$ cat src/iodt_pkg.sv
package iodt_pkg;
	// Pin count and fixed pin roles
	localparam int unsigned NUM_PINS = 12;
	localparam int unsigned DETECT_PINS = 8;
	localparam int unsigned T1_OUT_PIN = 0;
	localparam int unsigned T2_OUT_PIN = 1;
	localparam int unsigned T1_IN_BASE = 4;
	localparam int unsigned T2_IN_PIN = 4;
	// Pins carrying a switchable pull-up: 4..7 and 11
	localparam logic [11:0] PULLUP_MASK = 12'h8f0;
	// Pins carrying a low level detect latch: 0..7
	localparam logic [11:0] DETECT_MASK = 12'h0ff;
	// Counter geometry
	localparam int unsigned CNT_W = 16;
	localparam int unsigned BYTE_W = 8;
	localparam int unsigned PRESC_W = 4;
	localparam logic [15:0] CNT_RESET = 16'h0000;
	// Byte select codes on the timer access port
	localparam logic BYTE_LO = 1'b0;
	localparam logic BYTE_HI = 1'b1;
	// Edge selection codes for external clocking
	localparam logic [1:0] EDGE_RISE = 2'h0;
	localparam logic [1:0] EDGE_FALL = 2'h1;
	localparam logic [1:0] EDGE_BOTH = 2'h2;
	// Clock source codes
	localparam logic CLK_SRC_SCALED = 1'b0;
	localparam logic CLK_SRC_PIN = 1'b1;
	// System clock is half of the oscillator input
	localparam int unsigned SYS_DIV = 2;
endpackage

$ cat src/iodt_top.sv
// Function
// - Output pins read back their actual level
// - Switchable pull-ups on pins 4-7, 11
// - Low-level detect latches on pins 0-7
// - Timer has load, counter, capture latch
// - Timer registers accessed one byte each
// - Timer 1 input pins 4-7, output pin 0
// - Timer 2 input pin 4, output pin 1
// - Unused timer output pin stays general purpose
// - Clock: pin or scaled clock; enable: pin or always on
// - Timer clock rates set independently
// - External clock edge: rise, fall, both
// - System clock is half oscillator input
`timescale 1ns/1ps
`default_nettype none
module iodt_top #(
	// Pin count of the port
	parameter int unsigned NUM_PINS = iodt_pkg::NUM_PINS,
	// Width of the divider selects
	parameter int unsigned PRESC_W = iodt_pkg::PRESC_W,
	// Width of one timer access
	parameter int unsigned BYTE_W = iodt_pkg::BYTE_W
) (
	// Clock, reset, enable
	// Core clock, twice the system clock
	input wire logic core_clk,
	// Asynchronous reset, active high
	input wire logic rst,
	// Low freezes every register
	input wire logic clk_en,

	// Pins: output enable low while driving
	// Pad levels, taken as synchronous
	input wire logic [NUM_PINS-1:0] pin_in,
	// Registered drive value
	output logic [NUM_PINS-1:0] pin_out,
	// Registered output enable, low drives
	output logic [NUM_PINS-1:0] pin_oe_n,
	// Registered pull-up switch
	output logic [NUM_PINS-1:0] pin_pullup_en,

	// General purpose port control
	// Value driven on output pins
	input wire logic [NUM_PINS-1:0] gp_out_val,
	// High makes the pin an output
	input wire logic [NUM_PINS-1:0] gp_dir_out,
	// Pull-up request, ignored where none exists
	input wire logic [NUM_PINS-1:0] gp_pullup_cfg,
	// Pad level, one cycle late
	output logic [NUM_PINS-1:0] gp_read_val,

	// Low level detect latches
	// Clear per latch
	input wire logic [7:0] detect_clr,
	// Sticky low seen
	output logic [7:0] detect_flag,

	// Timer 1 configuration
	// Input pin offset from pin 4
	input wire logic [1:0] t1_in_sel,
	// Clock from pin or scaled clock
	input wire logic t1_clk_src,
	// Enable from pin or always on
	input wire logic t1_en_src,
	// Pin level that lets it count
	input wire logic t1_en_level,
	// Pin edge that counts
	input wire logic [1:0] t1_edge_sel,
	// Divider select for the scaled clock
	input wire logic [PRESC_W-1:0] t1_div_sel,
	// Hands pin 0 to the timer
	input wire logic t1_out_en,
	// Copies the counter into the latch
	input wire logic t1_capture,

	// Timer 2 configuration
	// Clock from pin or scaled clock
	input wire logic t2_clk_src,
	// Enable from pin or always on
	input wire logic t2_en_src,
	// Pin level that lets it count
	input wire logic t2_en_level,
	// Pin edge that counts
	input wire logic [1:0] t2_edge_sel,
	// Divider select for the scaled clock
	input wire logic [PRESC_W-1:0] t2_div_sel,
	// Hands pin 1 to the timer
	input wire logic t2_out_en,
	// Copies the counter into the latch
	input wire logic t2_capture,

	// Timer byte access
	// Write one load byte
	input wire logic tmr_wr_stb,
	// Read one latch byte
	input wire logic tmr_rd_stb,
	// Low picks timer 1, high timer 2
	input wire logic tmr_sel,
	// Low or high byte
	input wire logic tmr_byte_sel,
	// Byte to write
	input wire logic [BYTE_W-1:0] tmr_wr_data,
	// Timer 1 latch byte, held until its next read
	output logic [BYTE_W-1:0] t1_rd_data,
	// Timer 2 latch byte, held until its next read
	output logic [BYTE_W-1:0] t2_rd_data
);
	typedef struct packed {
		logic half; // System clock phase
		logic [NUM_PINS-1:0] pin_prev; // Last pin level, for edge detection
		logic [NUM_PINS-1:0] rdback; // Pin read-back
		logic [7:0] detect; // Sticky low detects
		// Registered pin drive values
		logic [NUM_PINS-1:0] dout;
		// Registered output enables, low drives
		logic [NUM_PINS-1:0] oe_n;
		// Registered pull-up switches
		logic [NUM_PINS-1:0] pull;
	} iodt_top_s;
	iodt_top_s st_q, st_d;

	// Edge qualifier shared by both timers
	function automatic logic edge_hit(input logic cur, input logic prev, input logic [1:0] sel);
		// Low to high since the last sample
		logic rise;
		// High to low since the last sample
		logic fall;
		rise = cur & ~prev;
		fall = ~cur & prev;
		// Unused code counts rising edges rather than nothing
		case (sel)
			iodt_pkg::EDGE_RISE: edge_hit = rise;
			iodt_pkg::EDGE_FALL: edge_hit = fall;
			iodt_pkg::EDGE_BOTH: edge_hit = rise | fall;
			default: edge_hit = rise;
		endcase
	endfunction

	// System clock tick, every second core cycle
	logic sys_tick;
	// Timer 1 divider tick
	logic t1_scaled;
	// Timer 2 divider tick
	logic t2_scaled;
	// Selected timer 1 input pin
	logic t1_pin;
	// Its level one cycle earlier
	logic t1_pin_prev;
	// Timer 1 count tick
	logic t1_tick;
	// Timer 2 count tick
	logic t2_tick;
	// Timer 1 count enable
	logic t1_en;
	// Timer 2 count enable
	logic t2_en;
	// Timer 1 output level
	logic t1_lvl;
	// Timer 2 output level
	logic t2_lvl;
	// Timer 1 byte write
	logic t1_wr;
	// Timer 2 byte write
	logic t2_wr;
	// Timer 1 byte read
	logic t1_rd;
	// Timer 2 byte read
	logic t2_rd;

	// System clock tick is every second core cycle
	// A tick rather than a divided clock keeps one clock domain
	assign sys_tick = st_q.half;

	// Timer 1 input mux over pins 4..7
	// Pins are sampled once per core cycle, so a pulse shorter
	// than one cycle can be missed by the edge detector
	assign t1_pin = pin_in[iodt_pkg::T1_IN_BASE + t1_in_sel];
	assign t1_pin_prev = st_q.pin_prev[iodt_pkg::T1_IN_BASE + t1_in_sel];

	// Clock source and enable selection per timer
	always_comb begin
		// Timer 1: edge of the chosen pin or its own divider
		t1_tick = (t1_clk_src == iodt_pkg::CLK_SRC_PIN) ? edge_hit(t1_pin, t1_pin_prev, t1_edge_sel) : t1_scaled;
		// Timer 2: edge of its fixed pin or its own divider
		t2_tick = (t2_clk_src == iodt_pkg::CLK_SRC_PIN) ?
			edge_hit(pin_in[iodt_pkg::T2_IN_PIN], st_q.pin_prev[iodt_pkg::T2_IN_PIN], t2_edge_sel) : t2_scaled;
		// Pin enable gates counting by a level; scaled source means always on
		t1_en = (t1_en_src == iodt_pkg::CLK_SRC_PIN) ? (t1_pin == t1_en_level) : 1'b1;
		t2_en = (t2_en_src == iodt_pkg::CLK_SRC_PIN) ? (pin_in[iodt_pkg::T2_IN_PIN] == t2_en_level) : 1'b1;
	end

	// Byte strobes steered to the selected timer
	// Timer 1 answers when the select is low
	assign t1_wr = tmr_wr_stb & ~tmr_sel;
	assign t2_wr = tmr_wr_stb & tmr_sel;
	// Reads steer the same way
	assign t1_rd = tmr_rd_stb & ~tmr_sel;
	assign t2_rd = tmr_rd_stb & tmr_sel;

	// A shared divider would tie one rate to the other
	// Separate dividers keep the two rates independent
	iodt_prescaler #(.PRESC_W(PRESC_W)) u_presc1 (
		.core_clk(core_clk),
		.rst(rst),
		.clk_en(clk_en),
		.sys_tick(sys_tick),
		.div_sel(t1_div_sel),
		.scaled_tick(t1_scaled)
	);

	iodt_prescaler #(.PRESC_W(PRESC_W)) u_presc2 (
		.core_clk(core_clk),
		.rst(rst),
		.clk_en(clk_en),
		.sys_tick(sys_tick),
		.div_sel(t2_div_sel),
		.scaled_tick(t2_scaled)
	);

	// Both timers share one byte port; the select steers strobes
	// Timer 1
	iodt_timer #(.CNT_W(iodt_pkg::CNT_W), .BYTE_W(BYTE_W)) u_tmr1 (
		.core_clk(core_clk),
		.rst(rst),
		.clk_en(clk_en),
		.count_tick(t1_tick),
		.count_en(t1_en),
		.capture(t1_capture),
		.wr_stb(t1_wr),
		.rd_stb(t1_rd),
		.byte_sel(tmr_byte_sel),
		.wr_data(tmr_wr_data),
		.rd_data(t1_rd_data),
		.tmr_out(t1_lvl)
	);

	// Timer 2, same structure, fixed pins
	// Timer 2
	iodt_timer #(.CNT_W(iodt_pkg::CNT_W), .BYTE_W(BYTE_W)) u_tmr2 (
		.core_clk(core_clk),
		.rst(rst),
		.clk_en(clk_en),
		.count_tick(t2_tick),
		.count_en(t2_en),
		.capture(t2_capture),
		.wr_stb(t2_wr),
		.rd_stb(t2_rd),
		.byte_sel(tmr_byte_sel),
		.wr_data(tmr_wr_data),
		.rd_data(t2_rd_data),
		.tmr_out(t2_lvl)
	);

	// Pin drive, pull-ups, read-back and detect latches
	always_comb begin
		st_d = st_q;
		st_d.half = ~st_q.half;
		// Last sample for the edge detectors
		st_d.pin_prev = pin_in;
		// Read-back takes the pad, so a driven pin shows its real level
		st_d.rdback = pin_in;
		// General drive first, timers may take pins 0 and 1 below
		st_d.dout = gp_out_val;
		// Direction high drives, so the enable is its inverse
		st_d.oe_n = ~gp_dir_out;
		// Timer outputs take their pin only when enabled, else it stays general
		if (t1_out_en) begin
			st_d.dout[iodt_pkg::T1_OUT_PIN] = t1_lvl;
			st_d.oe_n[iodt_pkg::T1_OUT_PIN] = 1'b0;
		end
		if (t2_out_en) begin
			st_d.dout[iodt_pkg::T2_OUT_PIN] = t2_lvl;
			st_d.oe_n[iodt_pkg::T2_OUT_PIN] = 1'b0;
		end
		// Pins without a current source ignore the request
		st_d.pull = gp_pullup_cfg & iodt_pkg::PULLUP_MASK;
		// Set wins over clear so a low in the clear cycle is kept
		st_d.detect = (st_q.detect & ~detect_clr) | (~pin_in[7:0] & iodt_pkg::DETECT_MASK[7:0]);
	end

	// State register
	always_ff @(posedge core_clk or posedge rst) begin
		if (rst) begin
			st_q <= '0;
			// All pins released during reset
			st_q.oe_n <= '1;
			// Idle high assumed, so no false edge after reset
			st_q.pin_prev <= '1;
		end else if (clk_en) begin
			st_q <= st_d;
		end
	end

	// Pin drive from flip-flops
	assign pin_out = st_q.dout;
	// Output enables from flip-flops
	assign pin_oe_n = st_q.oe_n;
	// Pull-up switches from flip-flops
	assign pin_pullup_en = st_q.pull;
	// Read-back, one cycle behind the pad
	assign gp_read_val = st_q.rdback;
	// Sticky detect flags
	assign detect_flag = st_q.detect;
endmodule
`default_nettype wire

$ cat src/iodt_prescaler.sv
`timescale 1ns/1ps
`default_nettype none
// Divides the system clock tick by 2^(sel+1) and gives a one-cycle tick
module iodt_prescaler #(
	parameter int unsigned PRESC_W = iodt_pkg::PRESC_W
) (
	// Clock and reset
	input wire logic core_clk,
	input wire logic rst,
	input wire logic clk_en,
	// Control
	input wire logic sys_tick,
	input wire logic [PRESC_W-1:0] div_sel,
	// Result
	output logic scaled_tick
);
	typedef struct packed {
		logic [(1<<PRESC_W)-1:0] cnt; // Free running ripple count
	} iodt_presc_s;
	iodt_presc_s st_q, st_d;
	logic [(1<<PRESC_W)-1:0] next_cnt;

	// Each divider owns its own count, so the timers never disturb each other
	always_comb begin
		st_d = st_q;
		next_cnt = st_q.cnt + 1'b1;
		scaled_tick = 1'b0;
		if (sys_tick) begin
			st_d.cnt = next_cnt;
			// Tick when bit div_sel rises, i.e. every 2^(div_sel+1) ticks
			scaled_tick = next_cnt[div_sel] & ~st_q.cnt[div_sel];
		end
	end

	// State register
	always_ff @(posedge core_clk or posedge rst) begin
		if (rst) begin
			st_q <= '0;
		end else if (clk_en) begin
			st_q <= st_d;
		end
	end
endmodule
`default_nettype wire

$ cat src/iodt_timer.sv
`timescale 1ns/1ps
`default_nettype none
// One 16-bit timer/counter: load register, counter, capture latch
module iodt_timer #(
	parameter int unsigned CNT_W = iodt_pkg::CNT_W,
	parameter int unsigned BYTE_W = iodt_pkg::BYTE_W
) (
	// Clock and reset
	input wire logic core_clk,
	input wire logic rst,
	input wire logic clk_en,
	// Count qualifiers
	input wire logic count_tick,
	input wire logic count_en,
	input wire logic capture,
	// Byte access
	input wire logic wr_stb,
	input wire logic rd_stb,
	input wire logic byte_sel,
	input wire logic [BYTE_W-1:0] wr_data,
	output logic [BYTE_W-1:0] rd_data,
	// Output level
	output logic tmr_out
);
	typedef struct packed {
		logic [CNT_W-1:0] load;
		logic [CNT_W-1:0] cnt;
		logic [CNT_W-1:0] latch;
		logic [BYTE_W-1:0] rdata;
		logic out;
	} iodt_tmr_s;
	iodt_tmr_s st_q, st_d;

	// Count down from load; toggle output on terminal count and reload
	always_comb begin
		st_d = st_q;
		if (wr_stb) begin
			if (byte_sel == iodt_pkg::BYTE_HI) begin
				st_d.load[CNT_W-1:BYTE_W] = wr_data;
			end else begin
				st_d.load[BYTE_W-1:0] = wr_data;
			end
		end
		if (count_tick && count_en) begin
			if (st_q.cnt == iodt_pkg::CNT_RESET) begin
				st_d.cnt = st_q.load;
				st_d.out = ~st_q.out;
			end else begin
				st_d.cnt = st_q.cnt - 1'b1;
			end
		end
		// Capture wins over nothing; software only reads the latch
		if (capture) begin
			st_d.latch = st_q.cnt;
		end
		if (rd_stb) begin
			// Either byte reads the latch, which only capture updates, so the pair stays coherent in any order
			st_d.rdata = (byte_sel == iodt_pkg::BYTE_HI) ? st_q.latch[CNT_W-1:BYTE_W] : st_q.latch[BYTE_W-1:0];
		end
	end

	// State register
	always_ff @(posedge core_clk or posedge rst) begin
		if (rst) begin
			st_q <= '0;
		end else if (clk_en) begin
			st_q <= st_d;
		end
	end

	assign rd_data = st_q.rdata;
	assign tmr_out = st_q.out;
endmodule
`default_nettype wire

$ cat config.mk
export PLATFORM = sky130hd
export DESIGN_NAME = iodt_top
export DESIGN_NICKNAME = d
export VERILOG_FILES = /design/src/iodt_pkg.sv /design/src/iodt_top.sv /design/src/iodt_prescaler.sv /design/src/iodt_timer.sv
export SDC_FILE = /design/constraint.sdc
export NUM_CORES = 1
export LEC_CHECK = 0
export BUFFER_PORTS_ARGS = -buffer_cell sky130_fd_sc_hd__buf_2
export CAP_MARGIN = 20
export CORE_MARGIN = 10
export CORE_UTILIZATION = 50
export DETAILED_ROUTE_END_ITERATION = 8
export HOLD_SLACK_MARGIN = 0.12
export PLACE_DENSITY = 0.76
export SYNTH_ARGS = -nofsm -noshare
export SYNTH_HDL_FRONTEND = slang
export SYNTH_SLANG_ARGS = --single-unit
$ cat constraint.sdc
create_clock -name core_clk -period 6.2 [get_ports core_clk]
set_input_delay 0.31 -clock core_clk [delete_from_list [all_inputs] [get_ports core_clk]]
set_output_delay 0.31 -clock core_clk [all_outputs]
set_load 0.01 [all_outputs]
After elaboration in Yosys (flattened, before gate mapping):

Index checks and enable logic that the tools add are counted.

* bits in registers: 208
* output and inout bits: 72
* word-level logic and storage cells: 108

* mux-type cells: 28
* eq/ne operators: 6
* bitwise gates (word level): 28
* reductions and logical operators: 17
* add/subtract/negate cells: 5
* magnitude comparators: 3

Operator list (count)
* adder 16 x 1 -> 16 bit (second input constant): 2
* logical NOT 16 bit: 2
* two-way mux 16 bit: 2
* subtractor 16 x 1 -> 16 bit (second input constant): 2
* binary-select mux 1 bit (select 4 bit): 6
* AND reduction 3 bit: 6
* two-way mux 1 bit: 16
* two-way mux 8 bit: 2
* NOT 8 bit: 2
* less-than comparator 4 x 5 -> 1 bit (second input constant): 3
* AND reduction 2 bit: 7
* NOT 12 bit: 1
* NOT 1 bit: 11
* AND 1 bit: 10
* AND 8 bit: 1
* OR 8 bit: 1
* adder 3 x 2 -> 4 bit (first input constant): 1
* equality test 2 x 1 -> 1 bit (second input constant): 2
* equality test 2 bit (second input constant): 2
* case mux 1 bit (2 select lines): 2
* equality test 1 bit: 2
* logical AND 1 bit: 2
* OR 1 bit: 2

Depth between registers and ports, before layout:

* depth after elaboration: 10
* mapped depth: 11

Hierarchy:

From an unflattened synthesis, not the netlist that was laid out.

* cell total of the unflattened synthesis: 992
* area, all modules: 10585.2 µm²

By module, submodules not included
* iodt_timer: instances 2, cells an instance 242, sequential area each 1426.4 µm², area each 2697.6 µm²
* iodt_top: instances 1, cells an instance 256, sequential area each 1371.3 µm², area each 2727.6 µm²
* iodt_prescaler: instances 2, cells an instance 126, sequential area each 400.4 µm², area each 1231.2 µm²

Least setup slack after synthesis:

Ideal clock, no wire load.

* kind: register to register
* start: register u_presc1.st_q[0] (netlist name)
* end: register u_tmr1.st_q[27] (netlist name)
* period minus slack after synthesis: 2468 ps
* library setup time: 137 ps
* stages on the path, launching flop included: 9
* path slack: 3732 ps
* data required time: 6063 ps
* arrival time: 2331 ps
* cell sequence: dfrtp_1 > ha_1 > or3b_2 > o311a_1 > nor4b_1 > a211oi_1 > a211oi_2 > clkbuf_1 > a21oi_1

* cells in the longest elaborated chain, start to end: 8
* elaborated cells between the ends (all ways): 11

Ends and longest elaborated chain
* start, declared: RTL line iodt_prescaler.sv:20 `iodt_presc_s st_q, st_d;`
* start signal, assigned: RTL line iodt_prescaler.sv:40 `st_q <= st_d;`
* adder 16 x 1 -> 16 bit: RTL line iodt_prescaler.sv:26 `next_cnt = st_q.cnt + 1'b1;`
* net u_presc1.next_cnt[1]: RTL line iodt_prescaler.sv:21 `logic [(1<<PRESC_W)-1:0] next_cnt;`
* binary-select mux 1 bit (select 4 bit): RTL line iodt_prescaler.sv:31 `scaled_tick = next_cnt[div_sel] & ~st_q.cnt[div_sel];`
* two-way mux 1 bit (not written as such): RTL line iodt_prescaler.sv:31
* AND 1 bit: RTL line iodt_prescaler.sv:31
* two-way mux 1 bit: RTL line iodt_prescaler.sv:28 `if (sys_tick) begin`
* two-way mux 1 bit: RTL line iodt_top.sv:183 `t1_tick = (t1_clk_src == iodt_pkg::CLK_SRC_PIN) ? edge_hit(t1_pin, t1_pin_prev, t1_edge_sel) : t1_scaled;`
* logical AND 1 bit: RTL line iodt_timer.sv:44 `if (count_tick && count_en) begin`
* AND reduction 2 bit (no line)
* end signal, assigned: RTL line iodt_timer.sv:67 `st_q <= st_d;`
* end, declared: RTL line iodt_timer.sv:32 `iodt_tmr_s st_q, st_d;`

The timed path passes the listed nets, and every way through them passes these cells. The select of a mux whose other input is x is not followed.
A chain may end at the register's enable or synchronous reset.

Worst setup path in the final report:

* start: register u_presc2.st_q[0] (netlist name)
* end: register u_tmr2.st_q[26] (netlist name)

* cells in the longest elaborated chain, start to end: 8
* elaborated cells between the ends (all ways): 11

Ends and longest elaborated chain
* start, declared: RTL line iodt_prescaler.sv:20
* start signal, assigned: RTL line iodt_prescaler.sv:40
* adder 16 x 1 -> 16 bit / binary-select mux 1 bit (select 4 bit) (equally long branches): RTL line iodt_prescaler.sv:26, iodt_prescaler.sv:31
* binary-select mux 1 bit (select 4 bit) / two-way mux 1 bit (equally long branches): RTL line iodt_prescaler.sv:31
* two-way mux 1 bit (not written as such) / NOT 1 bit (equally long branches): RTL line iodt_prescaler.sv:31
* AND 1 bit *: RTL line iodt_prescaler.sv:31
* two-way mux 1 bit *: RTL line iodt_prescaler.sv:28
* two-way mux 1 bit *: RTL line iodt_top.sv:185 `t2_tick = (t2_clk_src == iodt_pkg::CLK_SRC_PIN) ?`
* logical AND 1 bit *: RTL line iodt_timer.sv:44
* AND reduction 2 bit (no line) *
* end signal, assigned: RTL line iodt_timer.sv:67
* end, declared: RTL line iodt_timer.sv:32

Mark *: on every way between the ends. The rest lies on a longest branch, timed or not. The select of a mux whose other input is x is not followed.

==> results_dict.tcl <==
set metrics [dict create \
    critPathLaunchType "flip-flop" \
    via_per_inst 5.458 \
    gr-usage-all-layers 0.1772 \
    worstSkewPairLatency_ns 0.43 \
    max_slew_margin 0.2756 \
    core_area_mm2 0.01959 \
    yosysTopAreaCellShare 0.4587 \
    htreeDepth 4 \
    fin_setup_tns_ns 0 \
    synth_seq_cells 200 \
    synthToLayoutAreaGrowth_pct 14.67 \
    cts_tree "built" \
    setup_viol 0 \
    leakage_nw 5.217 \
    post_cts_buffers 0 \
    critPathRequiredTime_ns 6.55 \
    min_path_type "in2reg" \
    run_status "completed" \
    grt_pass1_wl_um 37950 \
    layout_commonest_cell "dfrtp_1" \
    p_total_w 0.004110 \
    synth_edf_count 0 \
    layout_common_cells "dfrtp_1 (184), buf_2 (152), nand2_1 (120), mux2_2 (82), o21ai_0 (76)" \
    antenna_left 0 \
    multiInputGateArea_mm2 0.004220 \
    die-area_mm2 0.02614 \
    period_share 0.5209 \
    netlist_instances 962 \
    grt-ovfl-total 0 \
    ys_seq_area_frac 0.5006 \
    drt-initial-drc-count 462 \
    power_density_mw_per_mm2 357.0 \
    r2r-start "u_presc2.st_q[0]" \
    drcViolationCount 0 \
    irDropWorstVdd_uv 167.7 \
    ys_warn_count 0 \
    syn_area_per_cell_um2 10.43 \
    crit_type "reg2reg" \
    nFillCells 1600 \
    crit_fanout 19 \
    post_route_cells_drive_above_1_share 0.2827 \
    numPortBuffers 152 \
    yosys.area.top_type "dfrtp_1" \
    tightest_slew_ns 1.083 \
    placed_cells 1278 \
    dr.pass1.iters 5 \
    cts_root_buffer "clkbuf_16" \
    synthesis.area_mm2 0.01004 \
    fmax_mhz 309.7 \
    routedWlPerCell_um 17.24 \
    worstPathArrival_ns 3.58 \
    cap_violations 0 \
    start_util 0.5124 \
    crit_start "u_presc2.st_q[0]" \
    cts_resized 0 \
    antenna_found_initial 2 \
    grt_pass1_vias 7284 \
    worstPathCellList "ha_1, nand4_2, nor3_1, o41ai_1, a31oi_1, a31oi_2, nor3_2, mux2i_1" \
    r2r_setup_slack_ns 2.97 \
    dp_slack_ns 3.088 \
    finalWorstSetupSlack_ns 2.971 \
    synth_area_leaders "dfrtp_1 (46%), mux2_2 (9.2%), buf_4 (5.4%)" \
    worst_clock_skew_ns 0.01230 \
    ioPinCount 167 \
    rsz0062_at_grt "no" \
    seqCellArea_mm2 0.005025 \
    cp_slowest_stage_delay_ns 0.90 \
    cts_sinks 200 \
    hold_start "detect_clr[2]" \
    via_count 7385 \
    hold_buffers 41 \
    hold_viol 0 \
    async_flop_share 1.000 \
    routed_wl_um 23320 \
    hpwl_um 16230 \
    fin_crit_ns 3.229 \
    cts_max_path_buffers 2 \
    cts_buffers 17 \
    nets 1182 \
    synth_flop_cell "dfrtp_1" \
    fin_cells 1353 \
    die_w_um 161.7 \
    synth.distinct_cells 70 \
    post-route-util 0.5876 \
    endpoint_kind "flip-flop" \
    path_clk_slew_ns 0.07 \
    die_y_um 161.7 \
    maxSlewViolCount 0 \
    place_congestion 0.8967 \
    grt_max_degree 128 \
    slowest_stage "nor3_2" \
    core.rowCount 51 \
]
registers in the layout (all words and copies together), names as in the netlist, 4 cells and up:
| signal | count |
|---|---|
| pin_oe_n | 12 |
| u_tmr1.st_q | 48 |
| pin_pullup_en | 5 |
| gp_read_val | 12 |
| st_q | 4 |
| u_tmr2.rd_data | 8 |
| pin_out | 12 |
| u_presc1.st_q | 16 |
| detect_flag | 8 |
| u_presc2.st_q | 16 |
| u_tmr1.rd_data | 8 |
| u_tmr2.st_q | 48 |
cell families (layout without fill, tap and decap cells):
family                     after synthesis  after routing  synth area share
AOI/OAI and AO/OA                      164            164            0.1003
buffers and inverters                  143            261           0.08201
other                                    1              9         0.0003736
DFF                                    200            200            0.5006
muxes                                  104            104            0.1177
xor gates and xnor gates                38             38           0.03315
adders and majority gates               14             14           0.01745
and+or+nand+nor                        298            298            0.1484
final timing paths:
| path | endpoint | cells after the start |
|---|---|---|
| worst max register to register | u_tmr2.st_q[26] | 8 |
| min in group asynchronous | u_presc1.st_q[11] | 3 |
| worst min register to register | detect_flag[2] | 2 |
| max in group asynchronous | u_tmr2.st_q[35] | 4 |
| worst min-delay path | detect_flag[2] | 4 |
| worst max-delay path | u_tmr2.st_q[26] | 8 |
metal layers:
| layer | vias up | GRT usage | share of wire |
|---|---|---|---|
| met5 | - | 0 | 0 |
| li1 | 3530 | - | - |
| met4 | 0 | 0.06452 | 0.022 |
| met2 | 167 | 0.2996 | 0.50 |
| met3 | 33 | 0.03589 | 0.045 |
| met1 | 3655 | 0.2202 | 0.43 |
through the flow:
stage	hold slack (ns)	area, um2
after floorplan	0.3623	10060
after global placement	0.4491	10490
after detailed placement	0.4519	10490
after CTS	0.1328	11510
after global routing	0.1483	11510
final	0.1476	11510
report_power, final:
| group | leakage [nW] | total [W] | internal [W] | switching, W |
|---|---|---|---|---|
| Sequential | 2.46 | 0.00199 | 0.00166 | 0.000330 |
| Clock | 0.290 | 0.00113 | 0.000619 | 0.000514 |
| Combinational | 2.47 | 0.000982 | 0.000461 | 0.000521 |
| Total | 5.22 | 0.00411 | 0.00275 | 0.00136 |
critical path, delay by kind of cell, from the launching register on:
family / cells / cell delay (ns)
AOI/OAI and AO/OA: 3 / 0.74
and+or+nand+nor: 3 / 1.38
muxes: 1 / 0.26
DFF: 1 / 0.48
adders and majority gates: 1 / 0.29
Yosys cell counts (all sizes together) (4+ instances only):
library cell  count
dfrtp           184
nor2b             4
clkbuf           27
xnor2            27
nand4            11
nand3            23
xor2             11
and3              4
nor3             24
mux2i            19
buf              83
a2111oi           4
a21oi            31
nor4             22
a2bb2oi          12
nand2           120
or3               6
nand2b            9
ha               14
o31ai             6
or4               5
or2               8
nor2             45
o21ai            78
o211ai            4
mux2             82
nor4b             4
dfstp            16
inv              33
nand3b            4
o22ai             5
cell type report:
| class | count | share of cell area |
|---|---|---|
| Timing Repair Buffer | 196 | 0.1037 |
| Multi-Input combinational cell | 625 | 0.3666 |
| Antenna cell | 2 | 0.0004348 |
| Clock buffer | 19 | 0.03848 |
| Inverter | 33 | 0.01141 |
| Sequential cell | 200 | 0.4365 |
| Tap cell | 265 | 0.02880 |
| Clock inverter | 13 | 0.01402 |
(Power assumes the default switching activity.)
